`src/rtl/lssc_pkg.sv`:
```
// lssc_pkg.sv: constants and carrier types of the link slot and statistics request handler
package lssc_pkg;

  // message buffer: 18 bytes used, held in five little-endian words
  localparam int MSG_WORDS = 5;
  localparam int MSG_BITS  = 32 * MSG_WORDS;

  // request codes
  localparam logic [7:0] CODE_ADDR = 8'h09;
  localparam logic [7:0] CODE_RECV = 8'h0A;
  localparam logic [7:0] CODE_STAT = 8'h0B;

  // return codes
  localparam logic [7:0] RET_OK      = 8'h00;
  localparam logic [7:0] RET_NOSLOT  = 8'hD1;
  localparam logic [7:0] RET_EMPTY   = 8'hD2;
  localparam logic [7:0] RET_BADADDR = 8'hD3;
  localparam logic [7:0] RET_NOTCTL  = 8'hA1;
  localparam logic [7:0] RET_BADCODE = 8'hFF;

  // request and reply mask bits
  localparam int MASK_WR   = 0;
  localparam int MASK_RD   = 1;
  localparam int MASK_EN   = 2;
  localparam int RPL_VALID = 3;
  localparam int RPL_EN    = 2;

  // fixed slot numbers
  localparam logic [7:0] SLOT_PHYS  = 8'hFD;
  localparam logic [7:0] SLOT_BCAST = 8'hFF;

  // message byte offsets
  localparam int OFS_RSVD = 0;
  localparam int OFS_UID  = 2;
  localparam int OFS_CODE = 6;
  localparam int OFS_RET  = 7;
  localparam int OFS_MASK = 8;
  localparam int OFS_SLOT = 9;
  localparam int OFS_ADDR = 10;
  localparam int OFS_CNT  = 10;
  localparam int OFS_IDX  = 12;
  localparam int OFS_BUF  = 14;

  // bus map, byte addresses within the slave
  localparam logic [11:0] ADDR_REQ  = 12'h000;
  localparam logic [11:0] ADDR_RPL  = 12'h020;
  localparam logic [11:0] ADDR_CTRL = 12'h040;
  localparam logic [11:0] ADDR_STAT = 12'h044;
  localparam logic [11:0] ADDR_COPY = 12'h080;

  // control and status bits
  localparam int CTRL_START = 0;
  localparam int CTRL_MODE  = 1;
  localparam int CTRL_ACK   = 2;
  localparam int STAT_BUSY  = 0;
  localparam int STAT_DONE  = 1;
  localparam int STAT_MODE  = 2;
  localparam logic CTRL_MODE_RST = 1'b0;

  // one update of the slot table
  typedef struct packed {
    logic        wr_addr;
    logic [47:0] addr;
    logic        wr_rx;
    logic        rx_val;
  } lssc_slot_op_t;

endpackage

```
`src/rtl/lssc_slot_table.sv`:
```
// lssc_slot_table.sv: address slots with valid and receive-enable state
`timescale 1ns/1ps
`default_nettype none
module lssc_slot_table #(
  parameter  int NMC = 8,
  localparam int SW  = $clog2(NMC + 2)
) (
  // clock and reset
  input  wire logic                  clk,
  input  wire logic                  rst_n,
  // access
  input  wire logic [SW-1:0]         idx,
  input  wire lssc_pkg::lssc_slot_op_t op,
  output logic                       valid,
  output logic                       en,
  output logic [47:0]                addr,
  // receive filter state
  output logic [NMC+1:0]             rx_enable
);
  // index 0 physical, 1..NMC multicast, NMC+1 broadcast
  logic [47:0]    addr_q [NMC+2];
  logic [NMC+1:0] valid_q;
  logic [NMC+1:0] en_q;

  // broadcast slot always reads as valid
  assign valid     = (idx == SW'(NMC + 1)) ? 1'b1 : valid_q[idx];
  assign en        = en_q[idx];
  assign addr      = addr_q[idx];
  assign rx_enable = en_q;

  always_ff @(posedge clk or negedge rst_n) begin
    if (!rst_n) begin
      valid_q <= '0;
      en_q    <= '0;
    end else begin
      if (op.wr_addr) begin
        valid_q[idx] <= 1'b1;
        en_q[idx]    <= 1'b0;
      end
      if (op.wr_rx) begin
        en_q[idx] <= op.rx_val;
      end
    end
  end

  // address contents are data, not control: no reset
  always_ff @(posedge clk) begin
    if (op.wr_addr) begin
      addr_q[idx] <= op.addr;
    end
  end
endmodule
`default_nettype wire

```
`src/rtl/lssc_stat_ctrs.sv`:
```
// lssc_stat_ctrs.sv: statistics counter array with read and clear ports
`timescale 1ns/1ps
`default_nettype none
module lssc_stat_ctrs #(
  parameter  int N  = 16,
  parameter  int CW = 32,
  localparam int IW = $clog2(N)
) (
  // clock and reset
  input  wire logic          clk,
  input  wire logic          rst_n,
  // count events
  input  wire logic [N-1:0]  evt,
  // read and clear
  input  wire logic [IW-1:0] rd_idx,
  output logic [CW-1:0]      rd_data,
  input  wire logic          clr,
  input  wire logic [IW-1:0] clr_idx
);
  logic [CW-1:0] cnt_q [N];

  assign rd_data = cnt_q[rd_idx];

  // an event in the clearing cycle is kept: the counter restarts at one
  always_ff @(posedge clk or negedge rst_n) begin
    if (!rst_n) begin
      for (int i = 0; i < N; i++) begin
        cnt_q[i] <= '0;
      end
    end else begin
      for (int i = 0; i < N; i++) begin
        if (clr && clr_idx == IW'(i)) begin
          cnt_q[i] <= CW'(evt[i]);
        end else if (evt[i]) begin
          cnt_q[i] <= cnt_q[i] + CW'(1);
        end
      end
    end
  end
endmodule
`default_nettype wire

```
`src/rtl/lssc_cmd_handler.sv`:
```
// lssc_cmd_handler.sv: slot, receive-control and statistics request handler
//
// Contract
// user id copied unchanged into the reply
// codes 09h, 0Ah, 0Bh select; code echoed
// slot requests: zero, or D1h bad slot
// wrong address kind or slot 255: D3h
// not in controller mode: A1h
// mask 01 write, 02 read, both allowed
// address read: reply bit 3 shows prior valid
// address slots: 253 or multicast 1..limit
// read returns prior address of occupied slot
// receive control on empty slot: D2h
// write sets receive enable from bit 04
// read: reply bit 2 shows prior enable
// receive control accepts 253, 255, multicast
// statistics read copies counters, reply last
// statistics write clears requested counters
// start index beyond array: nothing touched
// read and write: copy before clear
// reserved field ignored, zero in reply
// count at 10, index 12, buffer 14
// address write disables slot receive
// count truncated; reply gives processed count
// reply written after all side effects
// undefined reply fields driven zero
`timescale 1ns/1ps
`default_nettype none
module lssc_cmd_handler #(
  parameter  int NMC   = 8,
  parameter  int NSTAT = 16,
  parameter  int CW    = 32,
  localparam int SW    = $clog2(NMC + 2),
  localparam int IW    = $clog2(NSTAT)
) (
  // clock and reset
  input  wire logic             hclk,
  input  wire logic             hresetn,
  // ahb-lite slave
  input  wire logic             hsel,
  input  wire logic [31:0]      haddr,
  input  wire logic [1:0]       htrans,
  input  wire logic             hwrite,
  input  wire logic [2:0]       hsize,
  input  wire logic [31:0]      hwdata,
  input  wire logic             hready,
  output logic                  hreadyout,
  output logic [31:0]           hrdata,
  output logic                  hresp,
  // statistics events, same clock
  input  wire logic [NSTAT-1:0] stat_evt,
  // status toward the receive path
  output logic [NMC+1:0]        rx_enable,
  output logic                  busy
);
  typedef enum logic [2:0] {ST_IDLE, ST_EXEC, ST_COPY, ST_CLEAR, ST_REPLY} lssc_state_t;

  localparam int MB = lssc_pkg::MSG_BITS;

  lssc_state_t st_q;
  lssc_state_t st_d;
  logic [MB-1:0] req_q;
  logic [MB-1:0] msg_q;
  logic [MB-1:0] rpl_q;
  logic [MB-1:0] rpl_d;
  logic [11:0]   a_q;
  logic          wpend_q;
  logic          rpend_q;
  logic          mode_q;
  logic          done_q;
  logic [7:0]    ret_q;
  logic [7:0]    rmask_q;
  logic [47:0]   raddr_q;
  logic [15:0]   act_q;
  logic [15:0]   k_q;
  logic [31:0]   copy_q [NSTAT];
  lssc_pkg::lssc_slot_op_t sop;
  logic          sl_valid;
  logic          sl_en;
  logic [47:0]   sl_addr;
  logic [CW-1:0] ctr_rd;

  ////////////////////////////////////////////////////////////////////////////
  // ahb-lite slave: writes commit in the data phase, reads take one wait

  wire        acc     = hsel && htrans[1] && hready;
  wire [2:0]  a_w     = a_q[4:2];
  wire        in_req  = a_q[11:5] == lssc_pkg::ADDR_REQ[11:5] && a_w < 3'(lssc_pkg::MSG_WORDS);
  wire        in_rpl  = a_q[11:5] == lssc_pkg::ADDR_RPL[11:5] && a_w < 3'(lssc_pkg::MSG_WORDS);
  wire        is_ctrl = a_q == lssc_pkg::ADDR_CTRL;
  wire        is_stat = a_q == lssc_pkg::ADDR_STAT;
  wire        in_copy = a_q[11:7] == lssc_pkg::ADDR_COPY[11:7] && 32'(a_q[6:2]) < NSTAT;
  wire [31:0] stat_w  = 32'({mode_q, done_q, busy});
  wire [31:0] ctrl_w  = 32'({mode_q, 1'b0});
  wire [31:0] rd_mux  = in_req  ? req_q[32*a_w +: 32] :
                        in_rpl  ? rpl_q[32*a_w +: 32] :
                        is_ctrl ? ctrl_w :
                        is_stat ? stat_w :
                        in_copy ? copy_q[IW'(a_q[6:2])] : 32'h0000_0000;
  // request words are frozen while a request runs
  wire        wr_req  = wpend_q && in_req && !busy;
  wire        wr_ctrl = wpend_q && is_ctrl;
  wire        start_w = wr_ctrl && hwdata[lssc_pkg::CTRL_START] && st_q == ST_IDLE;

  always_ff @(posedge hclk or negedge hresetn) begin
    if (!hresetn) begin
      wpend_q   <= 1'b0;
      rpend_q   <= 1'b0;
      a_q       <= 12'h000;
      hreadyout <= 1'b1;
      hrdata    <= 32'h0000_0000;
      hresp     <= 1'b0;
    end else begin
      wpend_q   <= acc && hwrite;
      rpend_q   <= acc && !hwrite;
      hreadyout <= !(acc && !hwrite);
      hresp     <= 1'b0;
      if (acc) begin
        a_q <= haddr[11:0];
      end
      if (rpend_q) begin
        hrdata <= rd_mux;
      end
    end
  end

  always_ff @(posedge hclk or negedge hresetn) begin
    if (!hresetn) begin
      req_q  <= '0;
      mode_q <= lssc_pkg::CTRL_MODE_RST;
    end else begin
      if (wr_req) begin
        req_q[32*a_w +: 32] <= hwdata;
      end
      if (wr_ctrl) begin
        mode_q <= hwdata[lssc_pkg::CTRL_MODE];
      end
    end
  end

  ////////////////////////////////////////////////////////////////////////////
  // request fields

  wire [31:0] c_uid   = msg_q[8*lssc_pkg::OFS_UID +: 32];
  wire [7:0]  c_code  = msg_q[8*lssc_pkg::OFS_CODE +: 8];
  wire [7:0]  c_mask  = msg_q[8*lssc_pkg::OFS_MASK +: 8];
  wire [7:0]  c_slot  = msg_q[8*lssc_pkg::OFS_SLOT +: 8];
  wire [47:0] c_naddr = msg_q[8*lssc_pkg::OFS_ADDR +: 48];
  wire [15:0] c_cnt   = msg_q[8*lssc_pkg::OFS_CNT +: 16];
  wire [15:0] c_idx   = msg_q[8*lssc_pkg::OFS_IDX +: 16];
  wire        c_wr    = c_mask[lssc_pkg::MASK_WR];
  wire        c_rd    = c_mask[lssc_pkg::MASK_RD];
  wire        c_en    = c_mask[lssc_pkg::MASK_EN];
  wire        c_addr  = c_code == lssc_pkg::CODE_ADDR;
  wire        c_recv  = c_code == lssc_pkg::CODE_RECV;
  wire        c_stat  = c_code == lssc_pkg::CODE_STAT;
  wire        c_phys  = c_slot == lssc_pkg::SLOT_PHYS;
  wire        c_bc    = c_slot == lssc_pkg::SLOT_BCAST;
  wire        mc_ok   = c_slot != 8'h00 && c_slot <= 8'(NMC);
  wire        a_slok  = c_phys || mc_ok;
  wire        r_slok  = c_phys || c_bc || mc_ok;
  wire        mc_addr = c_naddr[0];
  wire [SW-1:0] sidx  = c_phys ? '0 : c_bc ? SW'(NMC + 1) : SW'(c_slot);
  wire        in_exec = st_q == ST_EXEC && mode_q;

  ////////////////////////////////////////////////////////////////////////////
  // decisions taken in the execute cycle

  wire [7:0] ret_addr = (c_wr && c_bc) ? lssc_pkg::RET_BADADDR :
                        !a_slok ? lssc_pkg::RET_NOSLOT :
                        (c_wr && c_phys == mc_addr) ? lssc_pkg::RET_BADADDR :
                        lssc_pkg::RET_OK;
  wire [7:0] ret_recv = !r_slok ? lssc_pkg::RET_NOSLOT :
                        !sl_valid ? lssc_pkg::RET_EMPTY :
                        lssc_pkg::RET_OK;
  wire [7:0] ret_d    = !mode_q ? lssc_pkg::RET_NOTCTL :
                        c_addr ? ret_addr :
                        c_recv ? ret_recv :
                        c_stat ? lssc_pkg::RET_OK : lssc_pkg::RET_BADCODE;
  wire       a_seen   = c_addr && c_rd && a_slok;
  wire       r_seen   = c_recv && c_rd && r_slok;
  wire [7:0] rmask_d  = !mode_q ? 8'h00 :
                        a_seen ? 8'(sl_valid) << lssc_pkg::RPL_VALID :
                        r_seen ? 8'(sl_en) << lssc_pkg::RPL_EN : 8'h00;
  wire [47:0] raddr_d = (mode_q && a_seen && sl_valid) ? sl_addr : 48'h0000_0000_0000;

  // clip the count to the end of the array, nothing past it
  wire [16:0] st_rem  = 17'(NSTAT) - {1'b0, c_idx};
  wire        st_oob  = {1'b0, c_idx} >= 17'(NSTAT);
  wire [15:0] st_act  = st_oob ? 16'h0000 :
                        ({1'b0, c_cnt} < st_rem) ? c_cnt : st_rem[15:0];
  wire        st_work = mode_q && c_stat && st_act != 16'h0000 && (c_rd || c_wr);
  wire        k_last  = k_q == act_q - 16'h0001;
  wire [IW-1:0] ctr_idx = IW'(c_idx + k_q);

  assign sop.wr_addr = in_exec && c_addr && c_wr && ret_addr == lssc_pkg::RET_OK;
  assign sop.addr    = c_naddr;
  assign sop.wr_rx   = in_exec && c_recv && c_wr && ret_recv == lssc_pkg::RET_OK;
  assign sop.rx_val  = c_en;

  ////////////////////////////////////////////////////////////////////////////
  // sequencer

  always_comb begin
    st_d = st_q;
    unique case (st_q)
      ST_IDLE:  if (start_w) st_d = ST_EXEC;
      ST_EXEC:  st_d = !st_work ? ST_REPLY : c_rd ? ST_COPY : ST_CLEAR;
      ST_COPY:  if (k_last) st_d = c_wr ? ST_CLEAR : ST_REPLY;
      ST_CLEAR: if (k_last) st_d = ST_REPLY;
      ST_REPLY: st_d = ST_IDLE;
    endcase
  end

  always_ff @(posedge hclk or negedge hresetn) begin
    if (!hresetn) begin
      st_q <= ST_IDLE;
      k_q  <= 16'h0000;
    end else begin
      st_q <= st_d;
      k_q  <= (st_d != st_q) ? 16'h0000 : k_q + 16'h0001;
    end
  end

  always_ff @(posedge hclk or negedge hresetn) begin
    if (!hresetn) begin
      msg_q   <= '0;
      ret_q   <= 8'h00;
      rmask_q <= 8'h00;
      raddr_q <= 48'h0000_0000_0000;
      act_q   <= 16'h0000;
    end else if (start_w) begin
      msg_q <= req_q;
    end else if (st_q == ST_EXEC) begin
      ret_q   <= ret_d;
      rmask_q <= rmask_d;
      raddr_q <= raddr_d;
      act_q   <= (mode_q && c_stat) ? st_act : 16'h0000;
    end
  end

  // copied counters, readable once done is seen
  always_ff @(posedge hclk) begin
    if (st_q == ST_COPY) begin
      copy_q[IW'(k_q)] <= 32'(ctr_rd);
    end
  end

  ////////////////////////////////////////////////////////////////////////////
  // reply assembly: echo what the request gave, zero the rest

  always_comb begin
    rpl_d = msg_q;
    rpl_d[8*lssc_pkg::OFS_RSVD +: 16] = 16'h0000;
    rpl_d[8*lssc_pkg::OFS_RET +: 8]   = ret_q;
    rpl_d[8*lssc_pkg::OFS_MASK +: 8]  = rmask_q;
    if (c_stat) begin
      rpl_d[8*lssc_pkg::OFS_SLOT +: 8] = 8'h00;
      rpl_d[8*lssc_pkg::OFS_CNT +: 16] = act_q;
    end else if (c_addr) begin
      rpl_d[8*lssc_pkg::OFS_ADDR +: 48] = raddr_q;
      rpl_d[MB-1:8*lssc_pkg::OFS_ADDR+48] = '0;
    end else begin
      rpl_d[MB-1:8*lssc_pkg::OFS_ADDR] = '0;
    end
  end

  // done set wins over an acknowledge in the same cycle
  always_ff @(posedge hclk or negedge hresetn) begin
    if (!hresetn) begin
      rpl_q  <= '0;
      done_q <= 1'b0;
      busy   <= 1'b0;
    end else begin
      if (st_q == ST_REPLY) begin
        rpl_q  <= rpl_d;
        done_q <= 1'b1;
      end else if (wr_ctrl && hwdata[lssc_pkg::CTRL_ACK]) begin
        done_q <= 1'b0;
      end
      if (start_w) begin
        busy <= 1'b1;
      end else if (st_q == ST_REPLY) begin
        busy <= 1'b0;
      end
    end
  end

  ////////////////////////////////////////////////////////////////////////////
  // storage

  lssc_slot_table #(.NMC(NMC)) u_slots (
    .clk       (hclk),
    .rst_n     (hresetn),
    .idx       (sidx),
    .op        (sop),
    .valid     (sl_valid),
    .en        (sl_en),
    .addr      (sl_addr),
    .rx_enable (rx_enable)
  );

  lssc_stat_ctrs #(.N(NSTAT), .CW(CW)) u_ctrs (
    .clk     (hclk),
    .rst_n   (hresetn),
    .evt     (stat_evt),
    .rd_idx  (ctr_idx),
    .rd_data (ctr_rd),
    .clr     (st_q == ST_CLEAR),
    .clr_idx (ctr_idx)
  );
endmodule
`default_nettype wire

```
`config.mk`:
```
export PLATFORM = sky130hd
export DESIGN_NAME = lssc_cmd_handler
export DESIGN_NICKNAME = d
export VERILOG_FILES = /design/src/rtl/lssc_pkg.sv /design/src/rtl/lssc_slot_table.sv /design/src/rtl/lssc_stat_ctrs.sv /design/src/rtl/lssc_cmd_handler.sv
export SDC_FILE = /design/constraint.sdc
export NUM_CORES = 2
export LEC_CHECK = 0
export ABC_AREA = 1
export BUFFER_PORTS_ARGS = -buffer_cell sky130_fd_sc_hd__buf_4
export CAP_MARGIN = 20
export CORE_ASPECT_RATIO = 0.9
export CORE_MARGIN = 2
export CORE_UTILIZATION = 62
export DETAILED_ROUTE_END_ITERATION = 6
export PLACE_DENSITY_LB_ADDON = 0.12
export SYNTH_ARGS = -nofsm -noshare
export SYNTH_HDL_FRONTEND = slang
export SYNTH_SLANG_ARGS = --single-unit
export TNS_END_PERCENT = 10
```
`constraint.sdc`:
```
create_clock -name hclk -period 16.7 [get_ports hclk]
set_input_delay 1.67 -clock hclk [delete_from_list [all_inputs] [get_ports hclk]]
set_output_delay 1.67 -clock hclk [all_outputs]
set_load 0.1 [all_outputs]
```
# Word-level counts from Yosys, hierarchy flattened
# Memory sizes are Yosys's and may differ from the RTL's.
# Cells that the tools add are included.
# word_totals
regBits	1145
ramBits	992
n_memories	2
# op_classes
add_sub_neg	21
magnitude_cmp	8
n_eq_ne	32
shifts	4
n_mux	89
n_bitwise	5
reduce_logical	82
# memory_table
memory	depth	width	rd	rd_clocked_by_memory_dff	wr	line_no	text
copy_q	16	32	1	0	1	lssc_cmd_handler.sv:76	logic [31:0] copy_q [NSTAT];
u_slots.addr_q	10	48	1	0	1	lssc_slot_table.sv:21	logic [47:0] addr_q [NMC+2];
# op_table
op	count
2-to-1 mux 32 bit	39
adder 32 x 1 -> 32 bit, second input constant	16
indexed part select 160 x 9 -> 32 bit	2
bitwise mux 160 bit	1
variable shift 32 x 34 -> 160 bit, first input constant	1
indexed part select 32 x 34 -> 160 bit	1
binary-select mux 32 bit (select 4 bit)	1
2-to-1 mux 48 bit	2
2-to-1 mux 16 bit	5
2-to-1 mux 8 bit	10
2-to-1 mux 64 bit	1
logical AND 1 bit	49
== test 4 bit, second input constant	9
nonzero test 2 bit	18
negator 8 -> 34 bit	1
== test 12 x 7 -> 1 bit, second input constant	2
== test 8 x 4 -> 1 bit, second input constant	3
2-to-1 mux 10 bit	2
2-to-1 mux 3 bit	6
< comparator 16 x 17 -> 1 bit	1
subtractor 5 x 16 -> 17 bit, first input constant	1
adder 16 x 1 -> 16 bit, second input constant	1
== test 16 bit	1
== test 4 x 3 -> 1 bit, second input constant	4
39 further kinds	64

# Longest topological paths before layout
# depth
depth_word	12
depth_mapped	29

# Cells and area by module
# Synthesis repeated with hierarchy kept, for this count alone.
# hier_totals
cells_unflattened	11949
hier_area_um2	101407.3
# modules_own_cells
module	instances	cells_per_inst	area_per_inst_um2	seq_area_each_um2
lssc_cmd_handler	1	4535	46463.3	29589.6
lssc_stat_ctrs	1	5533	34494.3	12812.3
lssc_slot_table	1	1881	20449.6	14889.3

# Worst setup path before layout
# No wires, ideal clock.
# synth_timing
path_kind	register -> register
start	register msg_q[72]
end	memory u_slots.addr_q[0][0], enable pin
arrival_time_ns	4.917
required_ns	16.183
path_slack_ns	11.267
path_stages_with_launch	11
path_buffers	1
synth_period_minus_slack_ns	5.433
cell_sequence	dfrtp_1 -> buf_2 -> nor3_1 -> nand2_1 -> inv_1 -> o21ai_0 -> nand2_1 -> nand2_1 -> inv_1 -> nand4_1 -> nor3_1
# synth_between
elab_chain_len	10
word_cells_on_any_way	18
cone_classes	order compare (1); eq/ne (3); mux (7); reduce/logical (7)
# synth_rtl
element	line_no	text
start: declaration	lssc_cmd_handler.sv:63	logic [MB-1:0] msg_q;
start signal: assignment	lssc_cmd_handler.sv:233	msg_q <= req_q;
branches (longest 10 deep; another with less-or-equal comparator 8 x 4 -> 1 bit)	-	
end: declaration	lssc_slot_table.sv:21	
# Several ways; the timed one is not identified.

# Worst setup path after layout
# layout_timing
start	register a_q[3]
end	register hrdata[21]
# layout_between
elab_chain_len	7
word_cells_on_any_way	15
cone_classes	order compare (2); eq/ne (2); shift (2); mux (5); reduce/logical (3); memory (1)
# layout_rtl
element	line_no	text
start: declaration	lssc_cmd_handler.sv:66	logic [11:0] a_q;
start signal: assignment	lssc_cmd_handler.sv:119	a_q <= haddr[11:0];
< comparator 5 bit	lssc_cmd_handler.sv:92	wire in_copy = a_q[11:7] == lssc_pkg::ADDR_COPY[11:7] && 32'(a_q[6:2]) < NSTAT;
logical AND 1 bit	lssc_cmd_handler.sv:92	
2-to-1 mux 32 bit	lssc_cmd_handler.sv:99	in_copy ? copy_q[IW'(a_q[6:2])] : 32'h0000_0000;
2-to-1 mux 32 bit	lssc_cmd_handler.sv:98	is_stat ? stat_w :
2-to-1 mux 32 bit	lssc_cmd_handler.sv:97	is_ctrl ? ctrl_w :
2-to-1 mux 32 bit	lssc_cmd_handler.sv:96	in_rpl ? rpl_q[32*a_w +: 32] :
2-to-1 mux 32 bit *	lssc_cmd_handler.sv:95	wire [31:0] rd_mux = in_req ? req_q[32*a_w +: 32] :
end signal: assignment	lssc_cmd_handler.sv:122	hrdata <= rd_mux;
end: declaration	lssc_cmd_handler.sv:48	output logic [31:0] hrdata,
# Every way passes the cells marked *; elsewhere a longest branch is shown, timed or not.
# A chain may end at the register's enable or synchronous reset.

==> results_dict.tcl <==
set metrics [dict create \
    finalCritPeriodShare 0.351 \
    grt_antenna_before_repair 1 \
    overflow 0 \
    finalHoldViolations 0 \
    yosys.area.top_type "edfxtp_1" \
    multi_input_area_sq_mm 0.0319 \
    start_util 0.623 \
    cts_hold_buf 0 \
    yosys_warnings 0 \
    die_y_um 375 \
    vias 76100 \
    yosys-top-cells-count "nand2_1, dfrtp_1, inv_1" \
    netlist_area_sq_mm 0.0948 \
    yosysMostFrequentCell "nand2_1" \
    peakVddDrop_mv 0.171 \
    cts_max_level 4 \
    remaining_drc_errors 0 \
    gp_congestion 0.989 \
    cts_tree "yes" \
    worstMarginPinSlew_ns 1.16 \
    cp-start-kind "flop" \
    synth_top_area_frac 0.314 \
    power.density_mw_per_mm2 135 \
    yosys.cell_types.count 81 \
    grt_pass1_wl_um 444000 \
    syn2layout_area_growth_pct 10.4 \
    endpoint_kind "flop" \
    avgSynthCellArea_sq_um 9.73 \
    synth_edf_count 992 \
    rrSetupSlack_ns 10.84 \
    finalNetCount 9916 \
    io_pins 135 \
    numCtsBuffers 205 \
    r2r-end "hrdata[21]" \
    period_minus_slack_ns 5.86 \
    numClockSinks 2091 \
    cts_buffer_depth 3 \
    cp-endpoint "hrdata[21]" \
    clock-root-buffer "clkbuf_16" \
    maxCapViolCount 0 \
    clk-insertion-delay-late_ns 0.85 \
    critical_path_arrival_ns 6.64 \
    viasPerCell 6.37 \
    rows 136 \
    io_buffers 109 \
    core_area_sq_mm 0.152 \
    clk_pin_slew_ns 0.06 \
    ys_seq_elements 2091 \
    die-area_sq_mm 0.156 \
    crit_start "a_q[3]" \
    criticalPathCategory "reg -> reg" \
    ff_latch_area_sq_mm 0.0573 \
    grt_pass1_vias 72400 \
    drt-pass1-iter-count 6 \
    max_clock_freq_mhz 171 \
    final_layout_size_suffix_gt1_frac 0.0803 \
    setup-violations-final 0 \
    antenna_left 0 \
    hold_class "reg -> reg" \
    slew-limit-headroom 0.229 \
    grt_start_max_net_pins 174 \
    slew_viol_final 0 \
    netlist_instances 9748 \
    fin_skew_ns 0.0454 \
    wl_um 297000 \
    leakage_uw 0.0424 \
    cp.required_ns 17.48 \
    power_uw 14200 \
    finalSetupTns_ns 0 \
    diodes 0 \
    r2r_start "a_q[3]" \
    rsz0062_at_grt "no" \
    die_x_um 416 \
    rr_worst_depth 15 \
    fillers 11600 \
    synthArstFlopShare 0.526 \
    wl_per_cell_um 24.8 \
    cts_setup_buffers 0 \
    outcome "completed" \
    post_cts_resized 0 \
    ys_seq_area_frac 0.604 \
    drtIter0Drc 10000 \
    synthFlopType "dfrtp_1" \
    synthTopCellsByArea "edfxtp_1, dfrtp_1, nand2_1, o21ai_0, inv_1" \
    worstPathMaxFanout 75 \
    dp_hpwl_um 186000 \
    grt.total_usage 0.378 \
]
## layer usage
layer / vias up / share of wire / track usage
met5: - / 0 / 0
met4: 0 / 0.055 / 0.191
li1: 33900 / - / -
met2: 4349 / 0.45 / 0.568
met3: 776 / 0.11 / 0.0822
met1: 37100 / 0.39 / 0.523
## metrics by stage
| stage | instances | instance area [sq um] | hold slack, ns | util | setup WS [ns] |
|---|---|---|---|---|---|
| 5_1_grt | 12000 | 105000 | 0.483 | 0.688 | 10.64 |
| 3_5_place_dp | 11600 | 97800 | 0.455 | 0.642 | 10.99 |
| 6_report | 12000 | 105000 | 0.462 | 0.688 | 10.84 |
| 4_1_cts | 11900 | 105000 | 0.471 | 0.687 | 10.97 |
| 3_3_place_gp | 11600 | 97800 | 0.451 | 0.642 | 11.11 |
| 2_1_floorplan | 9796 | 95000 | 0.438 | - | 11.27 |
## logic make-up (layout without fill, tap and decap cells)
family,count (synthesis),count (layout),synth area share
and+or+nand+nor,3486,3486,0.161
AOI/OAI and AO/OA,2403,2403,0.152
DFF,2091,2091,0.604
buffers and inverters,1590,1748,0.0641
xor gates and xnor gates,120,120,0.0113
adders and majority gates,46,46,0.00615
muxes,11,11,0.00124
other,1,49,0.0000395
## layout make-up
cell class / count / share of cell area
inverter: 1120 / 0.0404
timing repair buffer: 247 / 0.0192
clock buffer: 278 / 0.0544
multi-input combinational: 6115 / 0.305
tap: 2001 / 0.0239
clock inverter: 103 / 0.0101
sequential: 2091 / 0.547
## layout by cell type (no fill, tap or decap), drive strengths merged, types with 5 or more instances in the layout
master and n:
or2 28, nor3b 21, edfxtp 992, xor2 97, o21a 47, a22oi 108
nor3 289, o2111ai 17, conb 49, o31ai 34, clkinv 87, and3 5
o21ai 1009, o221ai 62, nand3 420, ha 45, a211oi 42, nor2 884
xnor2 23, mux2 6, or3 6, o2bb2ai 5, o311ai 10, nor4 76
nand2 1643, buf 246, nand4 93, o22ai 267, a221oi 178, mux2i 5
nand3b 20, dfrtp 1098, o211ai 60, clkbuf 279, inv 1115, a21oi 451
a31oi 64, bufinv 17, a32o 12, a22o 8
## report_power, final
group          leakage (uW)  switching (uW)  internal (uW)
registers            0.0221             227           6140
logic                0.0170            2470            678
clock network       0.00332            2020           2660
## critical path, stage by stage (launching register included)
cell      delay [ns]
dfrtp_4         0.69
inv_2           0.10
buf_4           0.44
nand2_1         0.26
buf_4           0.34
inv_6           0.48
buf_4           0.67
buf_4           0.90
a221oi_1        0.21
o21ai_0         0.13
nand3_1         0.11
a21oi_1         0.79
a21oi_1         0.06
o311ai_0        0.21
o21ai_0         0.22
inv_1           0.10
## sequential cells by signal, indices dropped and copies added (netlist names)
| name | count |
|---|---|
| u_slots.rx_enable | 10 |
| copy_q | 512 |
| req_q | 160 |
| done_q | 1 |
| raddr_q | 48 |
| rpl_q | 136 |
| a_q | 12 |
| rmask_q | 2 |
| u_ctrs.cnt_q | 512 |
| hreadyout | 1 |
| rpend_q | 1 |
| u_slots.addr_q | 480 |
| msg_q | 131 |
| ret_q | 6 |
| k_q | 16 |
| u_slots.valid_q | 9 |
| st_q | 3 |
| wpend_q | 1 |
| hrdata | 32 |
| mode_q | 1 |
| busy | 1 |
| act_q | 16 |
## worst min-delay path by stage
stage / startpoint / endpoint / slack (ns) / cells past startpoint
2_1_floorplan: u_ctrs.cnt_q[191] / u_ctrs.cnt_q[191] / 0.44 / 1
3_3_place_gp: msg_q[46] / rpl_q[46] / 0.45 / 2
3_5_place_dp: u_slots.valid_q[4] / u_slots.valid_q[4] / 0.45 / 1
4_1_cts: msg_q[34] / rpl_q[34] / 0.47 / 2
5_1_grt: u_slots.valid_q[4] / u_slots.valid_q[4] / 0.48 / 1
6_report: msg_q[34] / rpl_q[34] / 0.46 / 2
Note: power is estimated with default switching activity, not from simulation.
